===== src/verilog/dbm_cfg.svh =====
/*
  Constants of the dual-bridge motor control logic: indexer geometry, home
  position, reset values and the default step-mode table.
  Assumes inclusion by bare name from package and modules.
*/
`ifndef DBM_CFG_SVH
`define DBM_CFG_SVH

// electrical cycle is 128 microsteps of 1/32 step
`define DBM_POS_W        7
`define DBM_HOME_POS     7'h10
`define DBM_QUARTER_POS  7'h20
`define DBM_FULL_INC     7'h20
`define DBM_LEVEL_W      8
`define DBM_LEVEL_RST    8'h00
// step-mode table index = sel_b*3 + sel_a state (0 low, 1 high, 2 open)
`define DBM_MODE_TABLE   {3'h5, 3'h4, 3'h3, 3'h2, 3'h1, 3'h0}

`endif


===== src/verilog/dbm_pkg.sv =====
/*
  Types of the dual-bridge motor control logic.
  Assumes dbm_cfg.svh for widths.
*/
`include "dbm_cfg.svh"

package dbm_pkg;

  typedef enum logic [2:0] {
    DBM_RES_FULL    = 3'h0,
    DBM_RES_HALF    = 3'h1,
    DBM_RES_QUARTER = 3'h2,
    DBM_RES_EIGHTH  = 3'h3,
    DBM_RES_16TH    = 3'h4,
    DBM_RES_32ND    = 3'h5
  } dbm_res_t;

  typedef enum logic [1:0] {
    DBM_DECAY_SLOW  = 2'h0,
    DBM_DECAY_FAST  = 2'h1,
    DBM_DECAY_MIXED = 2'h2
  } dbm_decay_t;

  typedef enum logic [1:0] {
    DBM_DRV_OFF   = 2'h0,
    DBM_DRV_FWD   = 2'h1,
    DBM_DRV_REV   = 2'h2,
    DBM_DRV_BRAKE = 2'h3
  } dbm_drive_t;

  typedef struct packed {
    logic       step;
    logic       dir;
    logic       sel_a_lvl;
    logic       sel_a_z;
    logic       sel_b;
    logic       indexer_cfg;
    logic [1:0] phase;
    logic [1:0] gate;
    logic [1:0] dec_lvl;
    logic [1:0] dec_z;
    logic       over_temp;
    logic       awake;
  } dbm_pins_t;

  typedef struct packed {
    logic                     run;
    logic                     dir;
    logic                     idle_off;
    logic [`DBM_LEVEL_W-1:0]  level;
    logic                     dec_lvl;
    logic                     dec_z;
  } dbm_coil_cmd_t;

  typedef struct packed {
    dbm_drive_t               drive;
    dbm_decay_t               decay;
    logic [`DBM_LEVEL_W-1:0]  level;
  } dbm_coil_out_t;

endpackage : dbm_pkg


===== src/verilog/dbm_top.sv =====
/*
  Control logic of a dual H-bridge motor driver: step/direction indexer
  with selectable microstep resolution, phase/enable operation, decay
  selection per coil, over-temperature disable and sleep reset.
  Assumes all pin inputs are asynchronous to clk; reference levels come
  from converter logic on clk. Three-state pins arrive as level plus an
  open-pin detect.
*/
`timescale 1ns/1ps
`include "dbm_cfg.svh"

module dbm_top
#(
  parameter logic [17:0] MODE_TABLE = `DBM_MODE_TABLE
)
(
  input  wire logic                     clk,
  input  wire logic                     rst_n,
  input  wire logic                     step_in,
  input  wire logic                     dir_in,
  input  wire logic                     step_mode_sel_a,
  input  wire logic                     step_mode_sel_a_open,
  input  wire logic                     step_mode_sel_b,
  input  wire logic                     indexer_cfg,
  input  wire logic [1:0]               phase_in,
  input  wire logic [1:0]               bridge_drive_gate,
  input  wire logic [1:0]               decay_select_pin,
  input  wire logic [1:0]               decay_select_pin_open,
  input  wire logic                     over_temp,
  input  wire logic                     low_power_request_n,
  input  wire logic [`DBM_LEVEL_W-1:0]  vref_a,
  input  wire logic [`DBM_LEVEL_W-1:0]  vref_b,
  output dbm_pkg::dbm_coil_out_t [1:0]  coil_out,
  output logic [`DBM_POS_W-1:0]         indexer_pos,
  output logic                          fault_n
);

  typedef struct packed {
    dbm_pkg::dbm_pins_t     pin_s1;
    dbm_pkg::dbm_pins_t     pin_s2;
    logic                   step_d;
    logic [`DBM_POS_W-1:0]  pos;
    logic                   fault_n;
  } dbm_state_t;

  // quarter-wave sine, 33 points, full scale 255
  localparam logic [7:0] SINE_Q [0:32] = '{
    8'h00, 8'h0d, 8'h19, 8'h25, 8'h32, 8'h3e, 8'h4a, 8'h56,
    8'h62, 8'h6d, 8'h78, 8'h83, 8'h8e, 8'h98, 8'ha2, 8'hab,
    8'hb4, 8'hbd, 8'hc5, 8'hcd, 8'hd4, 8'hdb, 8'he1, 8'he7,
    8'hec, 8'hf0, 8'hf4, 8'hf7, 8'hfa, 8'hfc, 8'hfe, 8'hff,
    8'hff
  };

  dbm_state_t              state_reg;
  dbm_state_t              state_next;
  dbm_pkg::dbm_pins_t      pins_raw;
  dbm_pkg::dbm_pins_t      pins;
  dbm_pkg::dbm_res_t       res;
  logic [`DBM_POS_W-1:0]   step_inc;
  dbm_pkg::dbm_coil_cmd_t  cmd [2];
  logic [`DBM_LEVEL_W-1:0] vref [2];
  logic [`DBM_POS_W-1:0]   coil_angle [2];

  // magnitude of the sine at a position in the 128-step cycle
  function automatic logic [7:0] sine_mag(input logic [`DBM_POS_W-1:0] p);
    logic [5:0] idx;
    idx = p[5] ? 6'(6'h20 - {1'b0, p[4:0]}) : {1'b0, p[4:0]};
    return SINE_Q[idx];
  endfunction : sine_mag

  // second half of the cycle reverses current
  function automatic logic sine_pos(input logic [`DBM_POS_W-1:0] p);
    return ~p[6];
  endfunction : sine_pos

  function automatic dbm_pkg::dbm_res_t mode_lookup(input logic lvl_a,
                                                    input logic open_a,
                                                    input logic lvl_b);
    logic [2:0] a_state;
    logic [2:0] idx;
    a_state = open_a ? 3'h2 : {2'h0, lvl_a};
    idx     = lvl_b ? 3'(a_state + 3'h3) : a_state;
    return dbm_pkg::dbm_res_t'(MODE_TABLE[idx*3 +: 3]);
  endfunction : mode_lookup

  assign pins_raw = '{step: step_in, dir: dir_in,
                      sel_a_lvl: step_mode_sel_a,
                      sel_a_z: step_mode_sel_a_open,
                      sel_b: step_mode_sel_b, indexer_cfg: indexer_cfg,
                      phase: phase_in, gate: bridge_drive_gate,
                      dec_lvl: decay_select_pin,
                      dec_z: decay_select_pin_open,
                      over_temp: over_temp, awake: low_power_request_n};

  assign pins = state_reg.pin_s2;
  assign res  = mode_lookup(pins.sel_a_lvl, pins.sel_a_z, pins.sel_b);
  // coarser modes take larger strides through the same table
  assign step_inc = `DBM_FULL_INC >> res;

  always_comb
  begin
    state_next        = state_reg;
    state_next.pin_s1 = pins_raw;
    state_next.pin_s2 = state_reg.pin_s1;
    // tracking step while asleep avoids a phantom edge on wake
    state_next.step_d = pins.step;
    state_next.fault_n = pins.awake & ~pins.over_temp;
    if (!pins.awake)
      state_next.pos = `DBM_HOME_POS;
    else if (pins.indexer_cfg && pins.step && !state_reg.step_d)
    begin
      if (pins.dir)
        state_next.pos = state_reg.pos + step_inc;
      else
        state_next.pos = state_reg.pos - step_inc;
    end
  end

  assign vref[0]       = vref_a;
  assign vref[1]       = vref_b;
  // coil b leads coil a by a quarter cycle
  assign coil_angle[0] = state_reg.pos;
  assign coil_angle[1] = state_reg.pos + `DBM_QUARTER_POS;

  genvar gi;
  generate
    for (gi = 0; gi < 2; gi++)
    begin : g_coil
      logic [15:0] scaled;
      assign scaled = vref[gi] * sine_mag(coil_angle[gi]);

      always_comb
      begin
        cmd[gi].dec_lvl = pins.dec_lvl[gi];
        cmd[gi].dec_z   = pins.dec_z[gi];
        if (!pins.awake || pins.over_temp)
        begin
          cmd[gi].run      = 1'b0;
          cmd[gi].dir      = 1'b0;
          cmd[gi].idle_off = 1'b1;
          cmd[gi].level    = `DBM_LEVEL_RST;
        end
        else if (pins.indexer_cfg)
        begin
          cmd[gi].run      = 1'b1;
          cmd[gi].dir      = sine_pos(coil_angle[gi]);
          cmd[gi].idle_off = 1'b1;
          cmd[gi].level    = scaled[15:8];
        end
        else
        begin
          // stepper patterns are sequenced by the controller
          cmd[gi].run      = pins.gate[gi];
          cmd[gi].dir      = pins.phase[gi];
          cmd[gi].idle_off = pins.sel_b;
          cmd[gi].level    = vref[gi];
        end
      end

      dbm_bridge_out u_bridge
      (
        .clk   (clk),
        .rst_n (rst_n),
        .cmd   (cmd[gi]),
        .out   (coil_out[gi])
      );
    end
  endgenerate

  always_ff @(posedge clk or negedge rst_n)
  begin
    if (!rst_n)
    begin
      state_reg         <= '0;
      state_reg.pos     <= `DBM_HOME_POS;
      state_reg.fault_n <= 1'b0;
    end
    else
      state_reg <= state_next;
  end

  assign indexer_pos = state_reg.pos;
  assign fault_n     = state_reg.fault_n;

endmodule : dbm_top


===== src/verilog/dbm_bridge_out.sv =====
/*
  Output stage of one H-bridge: drive state, decay mode and current level.
  Assumes a command from logic on the same clock; decay pin already synced.
*/
`timescale 1ns/1ps
`include "dbm_cfg.svh"

module dbm_bridge_out
(
  input  wire logic                   clk,
  input  wire logic                   rst_n,
  input  wire dbm_pkg::dbm_coil_cmd_t cmd,
  output dbm_pkg::dbm_coil_out_t      out
);

  dbm_pkg::dbm_coil_out_t state_reg;
  dbm_pkg::dbm_coil_out_t state_next;

  always_comb
  begin
    state_next = state_reg;
    // decay pin is live, so it is decoded every cycle
    if (cmd.dec_z)
      state_next.decay = dbm_pkg::DBM_DECAY_MIXED;
    else if (cmd.dec_lvl)
      state_next.decay = dbm_pkg::DBM_DECAY_FAST;
    else
      state_next.decay = dbm_pkg::DBM_DECAY_SLOW;
    if (cmd.run)
    begin
      state_next.drive = cmd.dir ? dbm_pkg::DBM_DRV_FWD
                                 : dbm_pkg::DBM_DRV_REV;
      state_next.level = cmd.level;
    end
    else if (cmd.idle_off)
    begin
      state_next.drive = dbm_pkg::DBM_DRV_OFF;
      state_next.level = `DBM_LEVEL_RST;
    end
    else
    begin
      // enable low between pwm pulses recirculates: slow decay
      state_next.drive = dbm_pkg::DBM_DRV_BRAKE;
      state_next.decay = dbm_pkg::DBM_DECAY_SLOW;
      state_next.level = cmd.level;
    end
  end

  always_ff @(posedge clk or negedge rst_n)
  begin
    if (!rst_n)
      state_reg <= '{drive: dbm_pkg::DBM_DRV_OFF,
                     decay: dbm_pkg::DBM_DECAY_SLOW,
                     level: `DBM_LEVEL_RST};
    else
      state_reg <= state_next;
  end

  assign out = state_reg;

endmodule : dbm_bridge_out


===== config.mk =====
export PLATFORM = sky130hd
export DESIGN_NAME = dbm_top
export DESIGN_NICKNAME = d
export VERILOG_FILES = /design/src/verilog/dbm_pkg.sv /design/src/verilog/dbm_top.sv /design/src/verilog/dbm_bridge_out.sv
export VERILOG_INCLUDE_DIRS = /design/src /design/src/verilog
export SDC_FILE = /design/constraint.sdc
export NUM_CORES = 1
export LEC_CHECK = 0
export ABC_AREA = 1
export BUFFER_PORTS_ARGS = -buffer_cell sky130_fd_sc_hd__buf_2
export CORE_MARGIN = 2
export CORE_UTILIZATION = 52
export CTS_CLUSTER_DIAMETER = 40
export DETAILED_ROUTE_END_ITERATION = 6
export GPL_TIMING_DRIVEN = 0
export PLACE_DENSITY = 0.71
export SYNTH_ARGS = -nofsm -noshare
export SYNTH_HDL_FRONTEND = slang
export SYNTH_SLANG_ARGS = --single-unit

===== constraint.sdc =====
create_clock -name clk -period 8.1 [get_ports clk]
set_clock_uncertainty 0.2 [all_clocks]
set_input_delay 2.43 -clock clk [delete_from_list [all_inputs] [get_ports clk]]
set_output_delay 2.43 -clock clk [all_outputs]
set_load 0.01 [all_outputs]

# --- Word level (Yosys, flattened, before mapping) ---
# Memories as Yosys holds them, arrays and structs flattened.
# Index checks and enable logic that the tools add are counted.
word_totals:
  reg_bits: 65
  rom_bits: 1024
  in_bits: 34
  out_inout_bits: 32
  wordCells: 93
  mem_count: 2
mem_list:
  columns: ["name", "depth", "word_bits", "rd", "rd_clocked_by_memory_dff", "wr", "line_no", "source"]
  rows:
  - ["(no name shown)", 64, 8, 1, 0, 0, "dbm_top.sv:69", "return SINE_Q[idx];"]
  - ["(no name shown)", 64, 8, 1, 0, 0, "dbm_top.sv:69", null]
classes:
  add_sub_neg: 6
  mul: 3
  magnitude_cmp: 2
  eq_ne: 1
  shifts: 2
  n_mux: 33
  bitwise_logic: 6
  n_reduce_logical: 5
op_table:
  columns: ["operator", "n"]
  rows:
  - ["$mux W8", 8]
  - ["$mux W11", 4]
  - ["$mul A8 B8 Y16", 2]
  - ["$mux W2", 13]
  - ["$mux W7", 3]
  - ["$shiftx A18 B6 Y3 const A", 1]
  - ["$ge A7 B7 Y1 const B", 2]
  - ["$not A6 Y7", 2]
  - ["$mux W6", 2]
  - ["$sub A6 B5 Y6 const A", 2]
  - ["$add A7 B6 Y7 const B", 1]
  - ["$add A7 B7 Y7", 1]
  - ["$shr A6 B3 Y7 const A", 1]
  - ["$sub A7 B7 Y7", 1]
  - ["$mul A3 B2 Y5 const B", 1]
  - ["$add A2 B2 Y3 const B", 1]
  - ["$mux W3", 1]
  - ["$not A1 Y1", 3]
  - ["$logic_and A1 B1 Y1", 2]
  - ["$logic_not A1 Y1", 2]
  - ["$mux W1", 2]
  - ["$ne A2 B1 Y1 const B", 1]
  - ["$and A1 B1 Y1", 1]
  - ["$logic_or A1 B1 Y1", 1]

# --- Longest topological paths before layout ---
# Gate-level depths: netlist of run 1.
depth:
  depth_word: 12
  ltp_mapped: 33
  ltp_nobuf: 33

# --- Cells and area by module ---
# Synthesis of run 1 repeated with hierarchy kept, for this count alone.
hier_totals:
  hier_cells: 1051
  area_unflattened_um2: 8012.7
by_module_without_submodules:
  columns: ["module", "instances", "cells_per_inst", "area_per_inst_um2", "seq_area_each_um2"]
  rows:
  - ["dbm_top", 1, 967, 7151.9, 1027.2]
  - ["dbm_bridge_out", 2, 42, 430.4, 300.3]

# --- Worst setup path before layout of run 1 ---
# No wires, ideal clock.
synth_path:
  kind: "input -> register"
  start: "input vref_a[3]"
  end: "register g_coil[0].u_bridge.state_reg, in the netlist g_coil[0].u_bridge.out[6]"
  setup_ns: 0.121
  arrival_time_ns: 6.065
  required_ns: 7.779
  path_slack_ns: 1.714
  stages: 17
  path_buffers: 0
  cell_sequence: "inv_1 > nor2_1 > fa_1 > fa_1 > fa_1 > inv_1 > fa_1 > inv_1 > ha_1 > a21oi_1 > inv_1 > a21oi_1 > inv_1 > a221oi_1 > a21oi_1 > nor2_1 > nor2_1"
synth_lines:
  columns: ["element", "line_no", "source"]
  rows:
  - ["start, declared", "dbm_top.sv:31", "input wire logic [`DBM_LEVEL_W-1:0] vref_a,"]
  - ["end signal, assigned", "dbm_bridge_out.sv:52", "state_reg <= '{drive: dbm_pkg::DBM_DRV_OFF,"]
  - ["end signal, assigned", "dbm_bridge_out.sv:56", "state_reg <= state_next;"]
  - ["end, declared", "dbm_bridge_out.sv:16", "dbm_pkg::dbm_coil_out_t state_reg;"]

==> run_results.csv, run 1 <==
group,metric,value,unit
run_status,status,"completed",
timing,worst_pin_slew,0.8005,ns
route,vias,6925,
timing,max_clock_freq,137.6,MHz
clock_network,htreeDepth,3,
floorplanning,design.core.area,14640,µm²
worst_setup_path,crit_family,"adder cells",
layout,mostFrequentLayoutCells,"inv_1, nand2_1, nor2_1, ha_1, fa_1",
global_routing,grt_pass1_vias,6556,
place,postPlaceCellArea,8414,µm²
yosys,synth_top_area_share,20.39,%
route,drt_wl_total,18100,µm
layout,area_growth,11.05,%
clock_network,cts_buffer_depth,2,
global_routing,grt_max_degree,66,
yosys,synth_edf_count,0,
clock_network,cts-root-buf,"clkbuf_16",
layout,diodes,0,
global_routing,grt_pass1_wl,31060,µm
clock_network,cts.sinks,65,
clock_network,clk-insertion-delay-late,0.33,ns
layout,fillerInstances,1400,
power_and_ir_drop,cellPowerDensity,329.4,nW/µm²
route,wl_per_cell,13.95,µm
flow_run,cap_violations,0,
yosys,synth_seq_cells,65,
timing,hold_viol_final,0,
yosys,ys_types,50,
worst_setup_path,crit_path_frequent_cell,"inv_1",
clock_network,cts_resized,0,
clock_network,postCtsSetupBuffers,0,
worst_setup_path,crit_type,"register to register",
power_and_ir_drop,totalPowerFinal,0.002874,W
timing,finalSetupTns,0,ns
route,drc,0,
timing,slew_viol_final,0,
place,port_buffers,65,
power_and_ir_drop,p_leak,4.971,nW
power_and_ir_drop,peakVddDrop,0.3875,mV
place,hpwl,14200,µm
yosys,ys_top_cells_by_area,"dfrtp_1, fa_1, ha_1",
yosys,synth_async_sr_flop_share,100.0,%
timing,whs,0.1468,ns
yosys,syn_nets,1228,
route,drt_iter0_drc,497,
route,firstDrtPassIters,5,
worst_setup_path,end_kind,"register",
route,via_per_inst,5.339,
yosys,synthCells,1032,
route,detail-route-antenna-nets,0,
worst_setup_path,slowest_delay,0.60,ns
clock_network,cts_tree,"yes",
floorplanning,start_util,53.65,%
clock_network,holdBufCountCts,0,
layout,utilization,59.58,%
global_routing,gr-total-overflow,0,
timing,relSlewSlack,46.64,%
yosys,ys_seq_area_share,20.72,%
worst_setup_path,arrival,7.28,ns
yosys,yosys_warnings,0,
yosys,synthFlopType,"dfrtp_1",
yosys,synth_area,7856,µm²
clock_network,clk_pin_slew,0.06,ns
floorplanning,die_x,126.9,µm
yosys,syn_avg_cell_area,7.613,µm²
worst_setup_path,crit_path_max_fanout,18,
worst_setup_path,worst-path-buf-inv,7,
floorplanning,dieArea,16110,µm²
worst_setup_path,cp-start-kind,"register",
yosys,synth_area_leader_cell,"dfrtp_1",
floorplanning,ioPinCount,66,
floorplanning,die_h,126.9,µm
worst_setup_path,crit_slowest_cell,"dfrtp_2",
layout,final_nets,1304,
floorplanning,rows,44,
layout,drive_gt1_share,13.21,%
global_routing,antenna_found_initial,0,
timing,rsz0062_at_grt,"no",
timing,period_needed,7.267,ns
worst_hold_path,holdCritPathClass,"register to register",
global_routing,grt_usage,23.74,%
layout,largest_register_ffs,24,
worst_setup_path,cp_data_required_time,8.11,ns
timing,post-route-period-util,89.71,%
clock_network,cts-buffers-inserted,9,
timing,setup_viol,0,
layout,final_area,8725,µm²
layout,layout_commonest_cell,"inv_1",
place,gp_congestion,0.8952,
## routing by layer
layer | share of wire [%] | vias to the layer above | track usage (%)
met3 | 4.2 | 25 | 2.278
met2 | 48 | 183 | 40.13
li1 | - | 3386 | -
met4 | 2.0 | 0 | 6.593
met1 | 46 | 3331 | 32.83
met5 | 0 | - | 0
## final timing paths
check                                       endpoint      startpoint  slack [ns]  cells after the start
max                        g_coil[0].u_bridge.out[6]  indexer_pos[0]        0.83                     27
min                                         pins[12]  state_next[21]        0.15                      0
max reg2reg                g_coil[0].u_bridge.out[6]  indexer_pos[0]        0.83                     27
min reg2reg                                 pins[12]  state_next[21]        0.15                      0
max in group asynchronous             indexer_pos[0]           rst_n        5.15                      1
min in group asynchronous             state_next[11]           rst_n        2.00                      1
## cells by family (layout without fill, tap and decap cells)
family / Yosys count / in the layout / synth area share (%)
compound gates: 124 / 124 / 9.333
xor+xnor: 6 / 6 / 0.6689
fa+ha+maj: 162 / 162 / 32.58
buf+inv: 230 / 311 / 11.93
flops: 65 / 65 / 20.72
simple gates: 445 / 445 / 24.77
## Yosys cell counts, types with 3 or more instances
cell / n
a21o_1: 3
a21oi_1: 42
a221oi_1: 6
a31oi_1: 9
buf_4: 9
buf_6: 5
dfrtp_1: 64
fa_1: 71
ha_1: 91
inv_1: 206
inv_2: 5
nand2_1: 185
nand2_2: 15
nand2_4: 3
nand3_1: 49
nand3_2: 5
nand3b_1: 3
nand4_1: 5
nor2_1: 149
nor2_2: 4
nor3_1: 11
o21ai_0: 37
o21ai_1: 3
o22ai_1: 5
or2_2: 7
xnor2_1: 4
## through the flow
stage,setup slack (ns),std cells
after floorplan,1.714,1032
after global placement,0.6299,1281
after detailed placement,0.6036,1281
after CTS,0.5585,1297
after global routing,0.2668,1297
final,0.8334,1297
## layout make-up
cell class / instances / area [µm²] / share of cell area [%]
Clock inverter: 7 / 83.83 / 0.9608
Inverter: 212 / 795.8 / 9.121
Tap cell: 184 / 230.2 / 2.639
Multi-Input combinational cell: 737 / 5291 / 60.65
Timing Repair Buffer: 65 / 327.8 / 3.757
Buffer: 18 / 141.4 / 1.621
Sequential cell: 65 / 1629 / 18.67
Clock buffer: 9 / 225.2 / 2.581
## power breakdown
part | total [W] | internal, W | switching, W
clock network | 0.000407 | 0.000244 | 0.000162
registers | 0.000372 | 0.000360 | 0.0000120
logic | 0.00210 | 0.000775 | 0.00132
(Power assumes the default switching activity.)
==> run 2: changes to the inputs <==
Settings changed: PLACE_DENSITY 0.71 to 0.74.
Clock period 8.1 ns to 5.95 ns, I/O delays scaled along.
==> run_results.csv, run 2 (same netlist as run 1, synthesis figures left out) <==
group,metric,value,unit
timing,whs,0.1461,ns
floorplanning,dieArea,16110,µm²
worst_setup_path,slowest_delay,0.57,ns
flow_run,cap_violations,0,
worst_setup_path,crit_slowest_cell,"fa_1",
floorplanning,design.core.area,14640,µm²
timing,setup_viol,0,
route,drt_iter0_drc,640,
place,gp_congestion,0.9273,
clock_network,cts-root-buf,"clkbuf_16",
global_routing,grt_usage,24.42,%
worst_setup_path,crit_family,"adder cells",
layout,largest_register_ffs,24,
worst_setup_path,timing.rr.end,"g_coil[1].u_bridge.out[7]",
worst_setup_path,r2r_start,"indexer_pos[0]",
worst_hold_path,holdCritPathClass,"register to register",
timing,worst_pin_slew,0.7907,ns
timing,hold_viol_final,0,
worst_setup_path,end_kind,"register",
layout,final_nets,1347,
worst_setup_path,cp_data_required_time,5.98,ns
place,postPlaceCellArea,8426,µm²
place,hpwl,14360,µm
timing,period_needed,5.791,ns
layout,diodes,0,
floorplanning,ioPinCount,66,
route,detail-route-antenna-nets,0,
route,via_per_inst,5.434,
timing,post-route-period-util,97.32,%
timing,rsz0062_at_grt,"yes",
timing,relSlewSlack,47.29,%
route,vias,7282,
global_routing,antenna_found_initial,0,
route,drt_wl_total,19690,µm
layout,multi_input_area,5757,µm²
power_and_ir_drop,totalPowerFinal,0.004603,W
global_routing,grt_pass1_vias,6956,
floorplanning,rows,44,
route,wl_per_cell,14.69,µm
timing,slew_viol_final,0,
worst_setup_path,crit_cells,29,
layout,drive_gt1_share,23.96,%
clock_network,cts_tree,"yes",
layout,mostFrequentLayoutCells,"inv_1, nand2_1, nor2_1, ha_1, fa_1",
power_and_ir_drop,peakVddDrop,0.6392,mV
layout,seqCellArea,1635,µm²
worst_setup_path,r2r_setup_slack,0.16,ns
global_routing,gr-total-overflow,0,
run_status,status,"completed",
worst_setup_path,arrival,5.82,ns
clock_network,clk_pin_slew,0.06,ns
power_and_ir_drop,p_leak,5.224,nW
worst_setup_path,crit_path_max_fanout,7,
worst_setup_path,rr_worst_depth,29,
layout,area_growth,21.76,%
floorplanning,die_h,126.9,µm
global_routing,grt_max_degree,66,
place,port_buffers,65,
layout,final_area,9565,µm²
layout,fillerInstances,1209,
worst_setup_path,cp-start-kind,"register",
clock_network,clk-insertion-delay-late,0.34,ns
layout,layout_commonest_cell,"inv_1",
global_routing,grt_pass1_wl,32070,µm
clock_network,htreeDepth,3,
clock_network,cts.sinks,65,
floorplanning,start_util,53.65,%
route,drc,0,
worst_setup_path,worst-path-buf-inv,8,
timing,max_clock_freq,172.7,MHz
layout,utilization,65.32,%
worst_setup_path,crit_end,"g_coil[1].u_bridge.out[7]",
worst_setup_path,startpoint,"indexer_pos[0]",
route,firstDrtPassIters,6,
power_and_ir_drop,cellPowerDensity,481.3,nW/µm²
floorplanning,die_x,126.9,µm
worst_setup_path,crit_type,"register to register",
clock_network,cts-buffers-inserted,9,
clock_network,cts_buffer_depth,2,
[run 2: cell count changes in the layout (fill, tap and decap cells not counted), moves of 8 or more]
cell | before | now
nor2_2 | 4 | 20
a21oi_1 | 42 | 34
nand2_2 | 15 | 23
inv_1 | 206 | 195
ha_4 | 0 | 14
nand2_1 | 185 | 176
buf_4 | 10 | 48
nor2_1 | 149 | 130
ha_1 | 91 | 74
inv_2 | 5 | 13
o21ai_0 | 37 | 29
[run 2: final cells by class]
type                            instances  area share [%]
Clock inverter                          7          0.8764
Clock buffer                            9           2.354
Inverter                              212           8.450
Buffer                                 18           1.583
Timing Repair Buffer                  108           7.050
Sequential cell                        65           17.10
Tap cell                              184           2.407
Multi-Input combinational cell        737           60.18
[run 2: timing repair]
item,4_1_cts,5_1_grt
gates resized for setup,42,85
buffers inserted,19,24
endpoints found under the setup margin,16,16
cloned,0,0
pin swaps,15,45
hold buffers,0,0
[run 2: worst min path at each step]
stage                               from  cells after the start  slack, ns  endpoint
after floorplan           state_next[12]                      0       0.13    cmd[0]
after global placement     state_next[9]                      0       0.13   pins[0]
after detailed placement  state_next[13]                      0       0.13   cmd[14]
after CTS                 state_next[17]                      0       0.15   pins[8]
after global routing      state_next[20]                      0       0.15  pins[11]
final                     state_next[20]                      0       0.15  pins[11]
[run 2: layer usage]
metal	GRT usage, %	wire, µm	up-vias
met2	42.13	9891	265
met3	2.404	1176	47
met4	7.757	447	0
met1	32.60	8173	3502
li1	-	-	3468
met5	0	0	-
[run 2: per-stage QoR]
step / setup slack [ns] / TNS [ns] / instances
2_1_floorplan: -0.04295 / -0.04295 / 1032
3_3_place_gp: -0.8454 / -8.678 / 1281
3_5_place_dp: -0.8326 / -9.164 / 1281
4_1_cts: 0.02918 / 0 / 1316
5_1_grt: -0.09740 / -0.3827 / 1340
6_report: 0.1592 / 0 / 1340
[run 2: report_power, final]
| part | switching, W | internal [W] |
|---|---|---|
| registers | 0.0000157 | 0.000491 |
| clock network | 0.000223 | 0.000333 |
| logic | 0.00211 | 0.00144 |
==> run 3: changes to the inputs <==
Settings changed: CORE_ASPECT_RATIO set to 1.25, CORE_UTILIZATION 52 to 55, PLACE_DENSITY 0.74 to 0.77.
Clock period 5.95 ns to 5.19 ns, I/O delays scaled along.
==> run_results.csv, run 3 (same netlist as run 1, synthesis figures left out) <==
group,metric,value,unit
route,via_per_inst,5.521,
power_and_ir_drop,cellPowerDensity,617.8,nW/µm²
worst_setup_path,arrival,5.68,ns
layout,area_growth,30.36,%
timing,rsz0062_at_grt,"yes",
route,drt_iter0_drc,554,
layout,diodes,0,
run_status,status,"complete, but fails checks",
clock_network,cts.sinks,65,
global_routing,grt_usage,27.99,%
place,preCtsSetupSlack,-1.069,ns
route,wl_per_cell,15.73,µm
timing,worst_pin_slew,0.8241,ns
worst_setup_path,slowest_delay,0.56,ns
route,drc,0,
layout,drive_gt1_share,32.34,%
global_routing,use_met3,3.520,%
clock_network,clk_pin_slew,0.06,ns
global_routing,grt_max_degree,66,
layout,largest_register_ffs,24,
worst_hold_path,holdCritPathClass,"register to register",
floorplanning,rows,48,
global_routing,use_met2,51.91,%
layout,mostFrequentLayoutCells,"inv_1, nand2_1, nor2_1, fa_1, buf_2",
clock_network,cts-buffers-inserted,9,
route,detail-route-antenna-nets,0,
global_routing,gr-total-overflow,0,
worst_setup_path,end_kind,"register",
place,gp_congestion,0.9165,
timing,max_clock_freq,176.8,MHz
worst_setup_path,crit_slowest_cell,"fa_1",
timing,relSlewSlack,45.06,%
layout,layout_commonest_cell,"inv_1",
global_routing,grt_pass1_vias,7423,
route,vias,7453,
timing,hold_viol_final,0,
worst_setup_path,crit_path_max_fanout,6,
global_routing,grt_pass1_wl,34300,µm
clock_network,cts_buffer_depth,2,
flow_run,cap_violations,0,
global_routing,busiest_layer,"met2",
run_status,violations,"negative setup slack",
route,firstDrtPassIters,6,
route,drt_wl_total,21230,µm
timing,layout_setup_ws,-0.4658,ns
place,port_buffers,65,
worst_setup_path,crit_type,"register to register",
floorplanning,start_util,56.63,%
timing,finalSetupTns,-5.322,ns
worst_setup_path,cp_data_required_time,5.21,ns
timing,slew_viol_final,0,
clock_network,cts-root-buf,"clkbuf_16",
floorplanning,design.core.area,13870,µm²
clock_network,htreeDepth,3,
power_and_ir_drop,p_leak,5.414,nW
power_and_ir_drop,peakVddDrop,0.8635,mV
timing,period_needed,5.656,ns
clock_network,cts_tree,"yes",
worst_setup_path,cp-start-kind,"register",
clock_network,clk-insertion-delay-late,0.34,ns
place,hpwl,14580,µm
global_routing,use_met1,32.79,%
floorplanning,dieArea,15260,µm²
worst_setup_path,crit_path_frequent_cell,"inv_2",
floorplanning,die_h,137.6,µm
global_routing,antenna_found_initial,0,
floorplanning,ioPinCount,66,
floorplanning,die_x,110.9,µm
timing,post-route-period-util,109.0,%
layout,final_nets,1366,
timing,setup_viol,16,
-- run 3: critical path: cells and delay by family, from the launching register on --
kind / cells / cell delay (ns)
AOI/OAI and AO/OA: 3 / 0.29
adders and majority gates: 7 / 2.74
buffers and inverters: 9 / 0.64
DFF: 1 / 0.53
and+or+nand+nor: 11 / 1.12
-- run 3: layout make-up --
class / instances / area, µm²
Multi-Input combinational cell: 737 / 6188
Fill cell: 1006 / 3632
Sequential cell: 65 / 1635
Timing Repair Buffer: 127 / 889.6
Inverter: 212 / 830.8
Clock buffer: 9 / 225.2
Tap cell: 175 / 219.0
Buffer: 18 / 167.7
Clock inverter: 7 / 85.08
-- run 3: through the flow --
stage	cell area, µm²	total power [W]	hold WS, ns	util (%)	cells
after floorplan	8194	0.003705	0.1312	-	1032
after global placement	8738	0.004390	0.1312	62.99	1272
after detailed placement	8741	0.004430	0.1347	63.01	1272
after CTS	9812	0.005948	0.1489	70.73	1334
after global routing	10240	0.006954	0.1543	73.82	1350
final	10240	0.006327	0.1475	73.82	1350
-- run 3: repair_timing --
item                       in CTS  in global routing
pin swaps                      66                 42
gates resized for setup       110                 81
cloned                          0                  1
buffers inserted               47                 17
hold buffers                    0                  0
setup endpoints to repair      16                 16
-- run 3: routing by layer --
layer / share of wire [%] / routed length (µm)
met4: 4.0 / 851
met2: 52 / 11000
met5: 0 / 0
met3: 5.6 / 1189
met1: 39 / 8191
-- run 3: power by group --
group | total (W) | internal (W) | switching, W
sequential | 0.000581 | 0.000562 | 0.0000186
combinational | 0.00511 | 0.00226 | 0.00285
clock | 0.000635 | 0.000382 | 0.000253
total | 0.00633 | 0.00321 | 0.00312
-- run 3: worst paths after layout --
kind	to	slack [ns]	depth (start not counted)	from
max reg2reg	g_coil[1].u_bridge.out[4]	-0.47	30	indexer_pos[0]
min reg2reg	cmd[13]	0.15	0	state_next[11]
max in group asynchronous	indexer_pos[0]	3.06	1	rst_n
max	g_coil[1].u_bridge.out[4]	-0.47	30	indexer_pos[0]
min in group asynchronous	state_next[9]	1.11	1	rst_n
min	cmd[13]	0.15	0	state_next[11]
